## config.mk

```make
export PLATFORM = sky130hd
export DESIGN_NAME = sspcr_regs
export DESIGN_NICKNAME = d
export VERILOG_FILES = /design/src/hdl/sspcr_pkg.sv /design/src/hdl/sspcr_flag_if.sv /design/src/hdl/sspcr_flag_sync.sv /design/src/hdl/sspcr_regs.sv
export SDC_FILE = /design/constraint.sdc
export NUM_CORES = 1
export LEC_CHECK = 0
export BUFFER_PORTS_ARGS = -buffer_cell sky130_fd_sc_hd__buf_2
export CAP_MARGIN = 20
export CORE_ASPECT_RATIO = 0.6
export CORE_MARGIN = 2
export CORE_UTILIZATION = 55
export DETAILED_ROUTE_END_ITERATION = 12
export HOLD_SLACK_MARGIN = 0.15
export PLACE_DENSITY = 0.89
export SKIP_CTS_REPAIR_TIMING = 1
export SYNTH_ARGS = -nofsm -noshare
export SYNTH_HDL_FRONTEND = slang
export SYNTH_HIERARCHICAL = 1
export SYNTH_SLANG_ARGS = --single-unit
```

## constraint.sdc

```tcl
create_clock -name sys_clk -period 8.25 [get_ports sys_clk]
set_clock_uncertainty 0.05 [all_clocks]
set_input_delay 0 -clock sys_clk [delete_from_list [all_inputs] [get_ports sys_clk]]
set_output_delay 0 -clock sys_clk [all_outputs]
set_load 0.01 [all_outputs]
```

## src/hdl/sspcr_pkg.sv

```systemverilog
/*
 * Shared constants for the transceiver status and PLL configuration bank:
 * register offsets, field positions, masks, reset values and encodings.
 * Assumes a 32-bit AHB-Lite register bus and a four-lane transceiver.
 */
package sspcr_pkg;

   // Register byte offsets inside the block window
   localparam logic [7:0]  SSPCR_OFS_STATUS   = 8'h00;
   localparam logic [7:0]  SSPCR_OFS_PLLCFG   = 8'h04;
   localparam int          SSPCR_ADDR_W       = 8;

   // Lane layout of the status word
   localparam int          SSPCR_LANES        = 4;
   localparam int          SSPCR_FLAGS_PER_LN = 5;
   localparam int          SSPCR_LANE_BASE    = 2;
   localparam int          SSPCR_LANE_STRIDE  = 7;
   localparam int          SSPCR_F_ALIGN      = 0;
   localparam int          SSPCR_F_LOST       = 1;
   localparam int          SSPCR_F_OCOMP      = 2;
   localparam int          SSPCR_F_UNDER      = 3;
   localparam int          SSPCR_F_OVER       = 4;
   localparam int          SSPCR_STS_LOCK_BIT = 0;

   // PLL configuration fields
   localparam int          SSPCR_CFG_BW_LSB   = 11;
   localparam int          SSPCR_CFG_VCO_BIT  = 9;
   localparam int          SSPCR_CFG_MPY_LSB  = 1;
   localparam int          SSPCR_CFG_ON_BIT   = 0;

   // Bits that carry meaning; everything else reads zero
   localparam logic [31:0] SSPCR_STS_MASK     = 32'h0f9f3e7d;
   localparam logic [31:0] SSPCR_CFG_MASK     = 32'h00001bff;

   // Reset values of the writable fields
   localparam logic [1:0]  SSPCR_BW_RST       = 2'h0;
   localparam logic        SSPCR_VCO_RST      = 1'b0;
   localparam logic [7:0]  SSPCR_MPY_RST      = 8'h00;

   // AHB encodings used by the slave
   localparam logic [2:0]  SSPCR_HSIZE_WORD   = 3'h2;
   localparam logic        SSPCR_HRESP_OKAY   = 1'b0;

   // Rate arithmetic: samples per PLL clock, times two, at full rate
   localparam logic [3:0]  SSPCR_FULL_SMP_X2  = 4'h8;
   localparam int          SSPCR_RATE_W       = 12;

   // Loop bandwidth selections as coded in the field
   typedef enum logic [1:0] {
      SSPCR_BW_MEDIUM = 2'h0,
      SSPCR_BW_ULTRA  = 2'h1,
      SSPCR_BW_LOW    = 2'h2,
      SSPCR_BW_HIGH   = 2'h3
   } sspcr_bw_t;

endpackage

```

## src/hdl/sspcr_flag_if.sv

```systemverilog
/*
 * Carrier between the register bank and its flag synchroniser: raw
 * transceiver flags in, register-domain copies out.
 * Assumes one register clock; the raw side may change at any time.
 */
`timescale 1ns/10ps
`default_nettype none
interface sspcr_flag_if #(parameter int W = 21);
   logic [W-1:0] raw;   // Flags as the analog macro drives them
   logic [W-1:0] sync;  // Same flags, two flops later

   modport sync_side (input raw, output sync);
   modport user_side (output raw, input sync);
endinterface
`default_nettype wire

```

## src/hdl/sspcr_flag_sync.sv

```systemverilog
/*
 * Two-flop synchroniser bank for the transceiver status flags.
 * Assumes an already synchronised active-low reset in the sys_clk domain.
 */
`timescale 1ns/10ps
`default_nettype none
module sspcr_flag_sync
   import sspcr_pkg::*;
#(
   parameter int W = 21
)(
   // Clock and reset
   input wire logic     sys_clk,
   input wire logic     rst_n,
   // Flags
   sspcr_flag_if.sync_side flags
);

   logic [W-1:0] meta_r;  // First stage, read only by the second

   // Both stages clear on reset so every status bit starts at zero
   always_ff @(posedge sys_clk or negedge rst_n) begin
      if (!rst_n) begin
         meta_r     <= '0;
         flags.sync <= '0;
      end else begin
         meta_r     <= flags.raw;
         flags.sync <= meta_r;
      end
   end

endmodule
`default_nettype wire

```

## src/hdl/sspcr_regs.sv

```systemverilog
/*
 * Transceiver status and shared PLL configuration registers behind an
 * AHB-Lite slave port, with the decoded PLL controls driven out.
 * Assumes raw lane flags arrive asynchronously from the analog macro and
 * that the link module reports its reset state as a level.
 */
`timescale 1ns/10ps
`default_nettype none
module sspcr_regs
   import sspcr_pkg::*;
#(
   parameter int LANES = SSPCR_LANES
)(
   // Clock and reset
   input  wire logic                          sys_clk,
   input  wire logic                          rstn,
   // AHB-Lite slave
   input  wire logic                          hsel,
   input  wire logic [31:0]                   haddr,
   input  wire logic [1:0]                    htrans,
   input  wire logic                          hwrite,
   input  wire logic [2:0]                    hsize,
   input  wire logic                          hready,
   input  wire logic [31:0]                   hwdata,
   output logic                               hreadyout,
   output logic                               hresp,
   output logic [31:0]                        hrdata,
   // Raw lane flags from the transceiver
   input  wire logic [LANES-1:0]              rx_overequalized_flag,
   input  wire logic [LANES-1:0]              rx_underequalized_flag,
   input  wire logic [LANES-1:0]              offset_comp_active,
   input  wire logic [LANES-1:0]              rx_signal_lost,
   input  wire logic [LANES-1:0]              rx_align_flag,
   input  wire logic                          pll_lock_raw,
   // Link module control and per-lane rate selections
   input  wire logic                          link_in_reset,
   input  wire logic [2*LANES-1:0]            rx_rate,
   input  wire logic [2*LANES-1:0]            tx_rate,
   // PLL controls to the macro
   output logic                               pll_on,
   output logic [7:0]                         pll_multiplier,
   output logic                               vco_band_select,
   output sspcr_bw_t                          loop_bw,
   output logic                               mpy_legal,
   output logic [SSPCR_RATE_W*LANES-1:0]      rx_line_rate_x8,
   output logic [SSPCR_RATE_W*LANES-1:0]      tx_line_rate_x8
);

   localparam int FLAG_W = LANES * SSPCR_FLAGS_PER_LN + 1;

   // The status bit layout only exists for four lanes
   generate
      if (LANES != SSPCR_LANES) begin : g_bad_lanes
         $error("sspcr_regs supports exactly four lanes");
      end
   endgenerate

   // Multiplier code is four times the factor; only listed codes are legal
   function automatic logic mpy_ok(input logic [7:0] code);
      unique case (code)
         8'h10, 8'h14, 8'h18, 8'h20, 8'h28, 8'h30, 8'h32,
         8'h3c, 8'h40, 8'h42, 8'h50, 8'h58, 8'h64: mpy_ok = 1'b1;
         default:                                  mpy_ok = 1'b0;
      endcase
   endfunction

   // Line rate in eighths of refclk: code/4 times samples per PLL clock
   function automatic logic [SSPCR_RATE_W-1:0] lane_rate(
      input logic [7:0] code, input logic [1:0] rate);
      logic [SSPCR_RATE_W-1:0] smp;
      smp = SSPCR_RATE_W'(SSPCR_FULL_SMP_X2 >> rate);
      lane_rate = SSPCR_RATE_W'(SSPCR_RATE_W'(code) * smp);
   endfunction

   // Reset release through two flops
   logic       rst_meta_r;  // First reset stage
   logic       rst_n;       // Released reset used by the rest
   always_ff @(posedge sys_clk or negedge rstn) begin
      if (!rstn) begin
         rst_meta_r <= 1'b0;
         rst_n      <= 1'b0;
      end else begin
         rst_meta_r <= 1'b1;
         rst_n      <= rst_meta_r;
      end
   end

   // Flag crossing into the register clock
   sspcr_flag_if #(.W(FLAG_W)) flag_bus ();
   logic [FLAG_W-1:0] flags_s;  // Synchronised flags

   // Pack raw flags lane by lane, lock last
   always_comb begin
      flag_bus.raw = '0;
      for (int l = 0; l < LANES; l++) begin
         flag_bus.raw[l*SSPCR_FLAGS_PER_LN + SSPCR_F_ALIGN] = rx_align_flag[l];
         flag_bus.raw[l*SSPCR_FLAGS_PER_LN + SSPCR_F_LOST]  = rx_signal_lost[l];
         flag_bus.raw[l*SSPCR_FLAGS_PER_LN + SSPCR_F_OCOMP] =
            offset_comp_active[l];
         flag_bus.raw[l*SSPCR_FLAGS_PER_LN + SSPCR_F_UNDER] =
            rx_underequalized_flag[l];
         flag_bus.raw[l*SSPCR_FLAGS_PER_LN + SSPCR_F_OVER]  =
            rx_overequalized_flag[l];
      end
      flag_bus.raw[FLAG_W-1] = pll_lock_raw;
   end

   // Every status bit passes two flops before software can see it
   sspcr_flag_sync #(.W(FLAG_W)) u_sync (
      .sys_clk (sys_clk),
      .rst_n   (rst_n),
      .flags   (flag_bus.sync_side)
   );
   assign flags_s = flag_bus.sync;

   // Status word assembly; reserved bits stay zero
   logic [31:0] status_w;
   always_comb begin
      status_w = '0;
      for (int l = 0; l < LANES; l++) begin
         for (int f = 0; f < SSPCR_FLAGS_PER_LN; f++) begin
            status_w[SSPCR_LANE_BASE + l*SSPCR_LANE_STRIDE + f] =
               flags_s[l*SSPCR_FLAGS_PER_LN + f];
         end
      end
      status_w[SSPCR_STS_LOCK_BIT] = flags_s[FLAG_W-1];
   end

   // AHB address phase capture
   logic                     acc_ok;    // Accepted transfer this cycle
   logic                     wr_pend_r; // Write data phase pending
   logic [SSPCR_ADDR_W-1:0]  waddr_r;   // Address of the pending write
   assign acc_ok = hsel && htrans[1] && hready;

   // Write pending only for whole-word writes; others are dropped
   always_ff @(posedge sys_clk or negedge rst_n) begin
      if (!rst_n) begin
         wr_pend_r <= 1'b0;
         waddr_r   <= '0;
      end else if (hready) begin
         wr_pend_r <= acc_ok && hwrite && (hsize == SSPCR_HSIZE_WORD);
         waddr_r   <= haddr[SSPCR_ADDR_W-1:0];
      end
   end

   // Single shared configuration store, one copy for all lanes
   logic [1:0] bw_r,  bw_nxt;   // Loop bandwidth field
   logic       vco_r, vco_nxt;  // Oscillator band bit
   logic [7:0] mpy_r, mpy_nxt;  // Multiplier field
   logic       cfg_we;          // Data phase of a config write
   assign cfg_we = wr_pend_r && hready && (waddr_r == SSPCR_OFS_PLLCFG);

   // Next values, also used by reads so a back-to-back read sees the write
   always_comb begin
      bw_nxt  = bw_r;
      vco_nxt = vco_r;
      mpy_nxt = mpy_r;
      if (cfg_we) begin
         bw_nxt  = hwdata[SSPCR_CFG_BW_LSB +: 2];
         vco_nxt = hwdata[SSPCR_CFG_VCO_BIT];
         mpy_nxt = hwdata[SSPCR_CFG_MPY_LSB +: 8];
      end
   end

   // Config register update
   always_ff @(posedge sys_clk or negedge rst_n) begin
      if (!rst_n) begin
         bw_r  <= SSPCR_BW_RST;
         vco_r <= SSPCR_VCO_RST;
         mpy_r <= SSPCR_MPY_RST;
      end else begin
         bw_r  <= bw_nxt;
         vco_r <= vco_nxt;
         mpy_r <= mpy_nxt;
      end
   end

   // Legality flag kept in a flop so it changes with the multiplier itself
   logic mpy_legal_r;
   always_ff @(posedge sys_clk or negedge rst_n) begin
      if (!rst_n) begin
         mpy_legal_r <= 1'b0;
      end else begin
         mpy_legal_r <= mpy_ok(mpy_nxt);
      end
   end

   // PLL enable is owned by the link reset, not by software writes
   logic pll_on_r;
   always_ff @(posedge sys_clk or negedge rst_n) begin
      if (!rst_n) begin
         pll_on_r <= 1'b0;
      end else begin
         pll_on_r <= !link_in_reset;
      end
   end

   // Read mux; unmapped offsets answer zero
   logic [31:0] rd_w;
   always_comb begin
      rd_w = '0;
      unique case (haddr[SSPCR_ADDR_W-1:0])
         SSPCR_OFS_STATUS: begin
            rd_w = status_w & SSPCR_STS_MASK;
         end
         SSPCR_OFS_PLLCFG: begin
            rd_w[SSPCR_CFG_BW_LSB +: 2]    = bw_nxt;
            rd_w[SSPCR_CFG_VCO_BIT]        = vco_nxt;
            rd_w[SSPCR_CFG_MPY_LSB +: 8]   = mpy_nxt;
            rd_w[SSPCR_CFG_ON_BIT]         = pll_on_r;
         end
         default: begin
            rd_w = '0;
         end
      endcase
   end

   // Read data registered at the address phase, stands in the data phase
   logic [31:0] hrdata_r;
   always_ff @(posedge sys_clk or negedge rst_n) begin
      if (!rst_n) begin
         hrdata_r <= '0;
      end else if (acc_ok && !hwrite) begin
         hrdata_r <= rd_w;
      end
   end

   // Zero wait states, always OKAY
   assign hreadyout = 1'b1;
   assign hresp     = SSPCR_HRESP_OKAY;
   assign hrdata    = hrdata_r;

   // PLL control outputs, all but the enable from the shared store
   assign pll_on          = pll_on_r;
   assign pll_multiplier  = mpy_r;
   assign vco_band_select = vco_r;
   assign loop_bw         = sspcr_bw_t'(bw_r);
   assign mpy_legal       = mpy_legal_r;

   // Per-lane rate from multiplier and lane rate selection
   logic [SSPCR_RATE_W*LANES-1:0] rx_rate_r, tx_rate_r;
   always_ff @(posedge sys_clk or negedge rst_n) begin
      if (!rst_n) begin
         rx_rate_r <= '0;
         tx_rate_r <= '0;
      end else begin
         for (int l = 0; l < LANES; l++) begin
            rx_rate_r[l*SSPCR_RATE_W +: SSPCR_RATE_W] <=
               lane_rate(mpy_r, rx_rate[2*l +: 2]);
            tx_rate_r[l*SSPCR_RATE_W +: SSPCR_RATE_W] <=
               lane_rate(mpy_r, tx_rate[2*l +: 2]);
         end
      end
   end
   assign rx_line_rate_x8 = rx_rate_r;
   assign tx_line_rate_x8 = tx_rate_r;
endmodule
`default_nettype wire

```

==> metrics <==
run status finished clean; Max VDD drop 0.1161 mV; clock buffer depth 2; # DRC 0; post-synthesis compound-gate area fraction 5.853%; mux share of post-synthesis cell area 1.544%; ys async rst share 100.0%; Max-slew headroom 34.07%; CTS Buf Count 17; vias in the first global route 11255; RSZ-0062 raised after global routing no; core footprint 0.02636 mm2; Final Setup Violations 0; hpwl dp 24880 um; critical path type flop to flop; Critical Path RT 8.52 ns; worst-skew pair later-pin latency 0.45 ns; Layout Nets 2163; final worst-path cycle share 54.33%; clock sink total 186; end point of the critical path tx_line_rate_x8[47]$_DFF_PN0_; maxcap violations 0; initial antenna violation count 2; predominant post-synthesis flop cell dfrtp_1; first-pass GRT wire length 55040 um; Fmax achieved 0.2231 GHz; adder-cell share of the synthesized area 34.75%; Crit-path slowest cell dfrtp_1; syn avg cell area 10.31 um2; CTS H-Tree Depth 4; Reg2Reg Capture Point tx_line_rate_x8[47]$_DFF_PN0_; CP dominant cell by count fa_1; via count 10978; Tmin final 4.482 ns; drt wl/cell 16.91 um; main combinational cell family by area after synthesis adder cells; CP Launch Point pll_multiplier[5]$_DFF_PN0_; Port-buffer cells 198; CTS tree done; crit-path cells buf_4 -> nand2_1 -> fa_1 -> fa_1 -> fa_1 -> inv_1 -> ha_1 -> ha_1 -> o21ai_0 -> a21oi_1 -> o41ai_1 -> xnor2_1; Max Slew Vio Count 0; Die Wd 215.4 um; CP peak stage delay 0.74 ns; Via-to-Cell Ratio 5.293; CP Max Fanout 23; leakage 10.22 nW; Worst R2R Start pll_multiplier[5]$_DFF_PN0_; DRT Wirelength 35070 um; family with the most delay on the worst path adder cells; register bit count reported by yosys 186; Startpoint Class flop; GRT Total Usage 24.68%; DRT antenna net count 0; Post-Syn Instances 1431; Starting Density 55.95%; Hold Crit Class primary input to flop; Worst-path clk slew 0.07 ns; final hold violation count 0; Root Buffer clkbuf_16; overall power 1.969 mW; die area 0.02819 mm2; FF-to-FF setup slack 3.77 ns; drt first pass iters 4; largest net degree at the start of global routing 80; fraction of layout cells with a size suffix above 1 15.42%; I/O pins 255; Layout area overhead 18.84%; pwr dens 112.3 mW/mm2; XOR/XNOR share of the synthesized area 3.800%; actual slew at the worst max-slew pin 0.9890 ns; area of the mapped netlist 0.01475 mm2; drt first-iter violations 709; WP data arrival 4.75 ns; Worst Setup End Kind flop; Synth cell types 49; CP Buf/Inv Count 2; Reg2Reg Depth 12; die span in y 130.8 um; Synth warnings 6; gr ovfl total 0; GP Congestion 0.8419; simple-gate share of the synthesized area 14.99%; FP Rows 46; EDFF count, synth 0; critical path depth in cells 12; sequential share of the synthesized area 31.56%; TNS Setup 0 ns
==> layer usage <==
metal  track usage, %  wire length (um)
met1            31.01             14920
met2            42.47             17190
met3            5.486              1811
met4            9.168              1141
met5                0                 0
==> layout make-up <==
class / count / area [um2]
Multi-Input combinational cell: 977 / 9029
Fill cell: 1961 / 8832
Sequential cell: 186 / 4658
Timing Repair Buffer: 302 / 2004
Inverter: 215 / 807.0
Clock buffer: 21 / 460.4
Tap cell: 360 / 450.4
Clock inverter: 11 / 113.9
Antenna cell: 2 / 5.005
==> flip-flops by register name (all words and copies together), names as in the netlist <==
| register | flops |
|---|---|
| rx_line_rate_x8 | 48 |
| tx_line_rate_x8 | 48 |
| wr_pend_r | 1 |
| rst_n | 1 |
| waddr_r | 8 |
| pll_multiplier | 8 |
| u_sync/flags.sync | 21 |
| u_sync/meta_r | 21 |
| hrdata | 24 |
| vco_band_select | 1 |
| rst_meta_r | 1 |
| loop_bw | 2 |
| pll_on | 1 |
| mpy_legal | 1 |
==> placed cells by master, fill, tap and decap left out, drive strengths merged, types with 7 or more instances in the layout <==
| cell | n |
|---|---|
| a22o | 13 |
| nand3 | 10 |
| a21o | 11 |
| dfrtp | 186 |
| nor2b | 30 |
| conb | 11 |
| nor3 | 11 |
| ha | 256 |
| xnor2 | 60 |
| o41ai | 12 |
| dlygate4sd3 | 93 |
| nand2b | 7 |
| mux2 | 18 |
| a21oi | 19 |
| nand2 | 67 |
| buf | 209 |
| a211oi | 10 |
| and2 | 136 |
| clkbuf | 21 |
| and3 | 55 |
| fa | 96 |
| nor2 | 64 |
| o21ai | 55 |
| inv | 218 |
==> cells in the mapped netlist, types with 2 or more instances <==
| cell | instances | area share [%] |
|---|---|---|
| o22ai_1 | 2 | 0.085 |
| dfrtp_1 | 186 | 32 |
| clkbuf_1 | 47 | 1.2 |
| a21oi_1 | 19 | 0.64 |
| a211oi_1 | 10 | 0.51 |
| conb_1 | 2 | 0.051 |
| ha_1 | 256 | 22 |
| o41ai_1 | 12 | 0.71 |
| nor2_1 | 64 | 1.6 |
| mux2_4 | 4 | 0.41 |
| fa_1 | 96 | 13 |
| inv_1 | 215 | 5.5 |
| xnor2_1 | 60 | 3.6 |
| nor2b_1 | 30 | 1.3 |
| nor3_1 | 10 | 0.34 |
| xor2_1 | 4 | 0.24 |
| and3_1 | 55 | 2.3 |
| a22o_1 | 13 | 0.77 |
| and2_1 | 136 | 5.8 |
| mux2_2 | 14 | 1.1 |
| o21a_1 | 2 | 0.10 |
| nand2_1 | 67 | 1.7 |
| nor4_4 | 2 | 0.29 |
| nand4b_1 | 2 | 0.12 |
| buf_6 | 3 | 0.23 |
| or3_1 | 5 | 0.21 |
| buf_4 | 10 | 0.51 |
| a21boi_0 | 3 | 0.15 |
| nand2b_1 | 7 | 0.30 |
| buf_1 | 2 | 0.051 |
| a32o_1 | 3 | 0.20 |
| a21o_1 | 11 | 0.56 |
| o21ai_0 | 47 | 1.6 |
| o21ai_1 | 7 | 0.24 |
| nand4_1 | 2 | 0.085 |
| nand3_1 | 10 | 0.34 |
==> worst register-to-register path: cells and delay by family (launching register included) <==
family	cells	cell delay, ns
adders and majority gates	5	2.13
AOI/OAI and AO/OA	3	0.65
xor gates and xnor gates	1	0.15
DFF	1	0.74
buffers and inverters	2	0.48
and+or+nand+nor	1	0.14
==> metrics by stage <==
step / setup slack, ns / hold WS, ns / std cells / util [%] / instance area (um2)
floorplan: 2.633 / -0.3456 / 1440 / - / 14780
global placement: 3.971 / -0.2642 / 1947 / 60.77 / 16020
detailed placement: 3.877 / -0.2624 / 1947 / 60.77 / 16020
CTS: 3.864 / -0.7581 / 1979 / 62.94 / 16590
global route: 3.570 / 0.1476 / 2074 / 66.49 / 17530
finish: 3.768 / 0.1370 / 2074 / 66.49 / 17530
==> report_power, final <==
part / switching [mW] / internal, mW / total, mW
registers: 0.0150 / 0.938 / 0.953
logic: 0.114 / 0.0892 / 0.203
clock network: 0.376 / 0.437 / 0.813
==> worst min path at each step <==
stage / to / slack (ns) / start / cells after the start
after floorplan: rst_meta_r$_DFF_PN0_ / -0.35 / rstn / 0
after global placement: rst_meta_r$_DFF_PN0_ / -0.26 / rstn / 1
after detailed placement: rst_meta_r$_DFF_PN0_ / -0.26 / rstn / 1
after CTS: rst_meta_r$_DFF_PN0_ / -0.76 / rstn / 1
after global routing: u_sync/meta_r[11]$_DFF_PN0_ / 0.15 / rx_signal_lost[2] / 2
final: hrdata[3]$_DFFE_PN0P_ / 0.14 / hsel / 5
==> logic make-up after synthesis <==
logic type | Yosys count
DFF | 186
muxes | 19
other | 2
xor gates and xnor gates | 64
adders and majority gates | 352
buffers and inverters | 277
AOI/OAI and AO/OA | 134
and+or+nand+nor | 397
(Power assumes the default switching activity.)
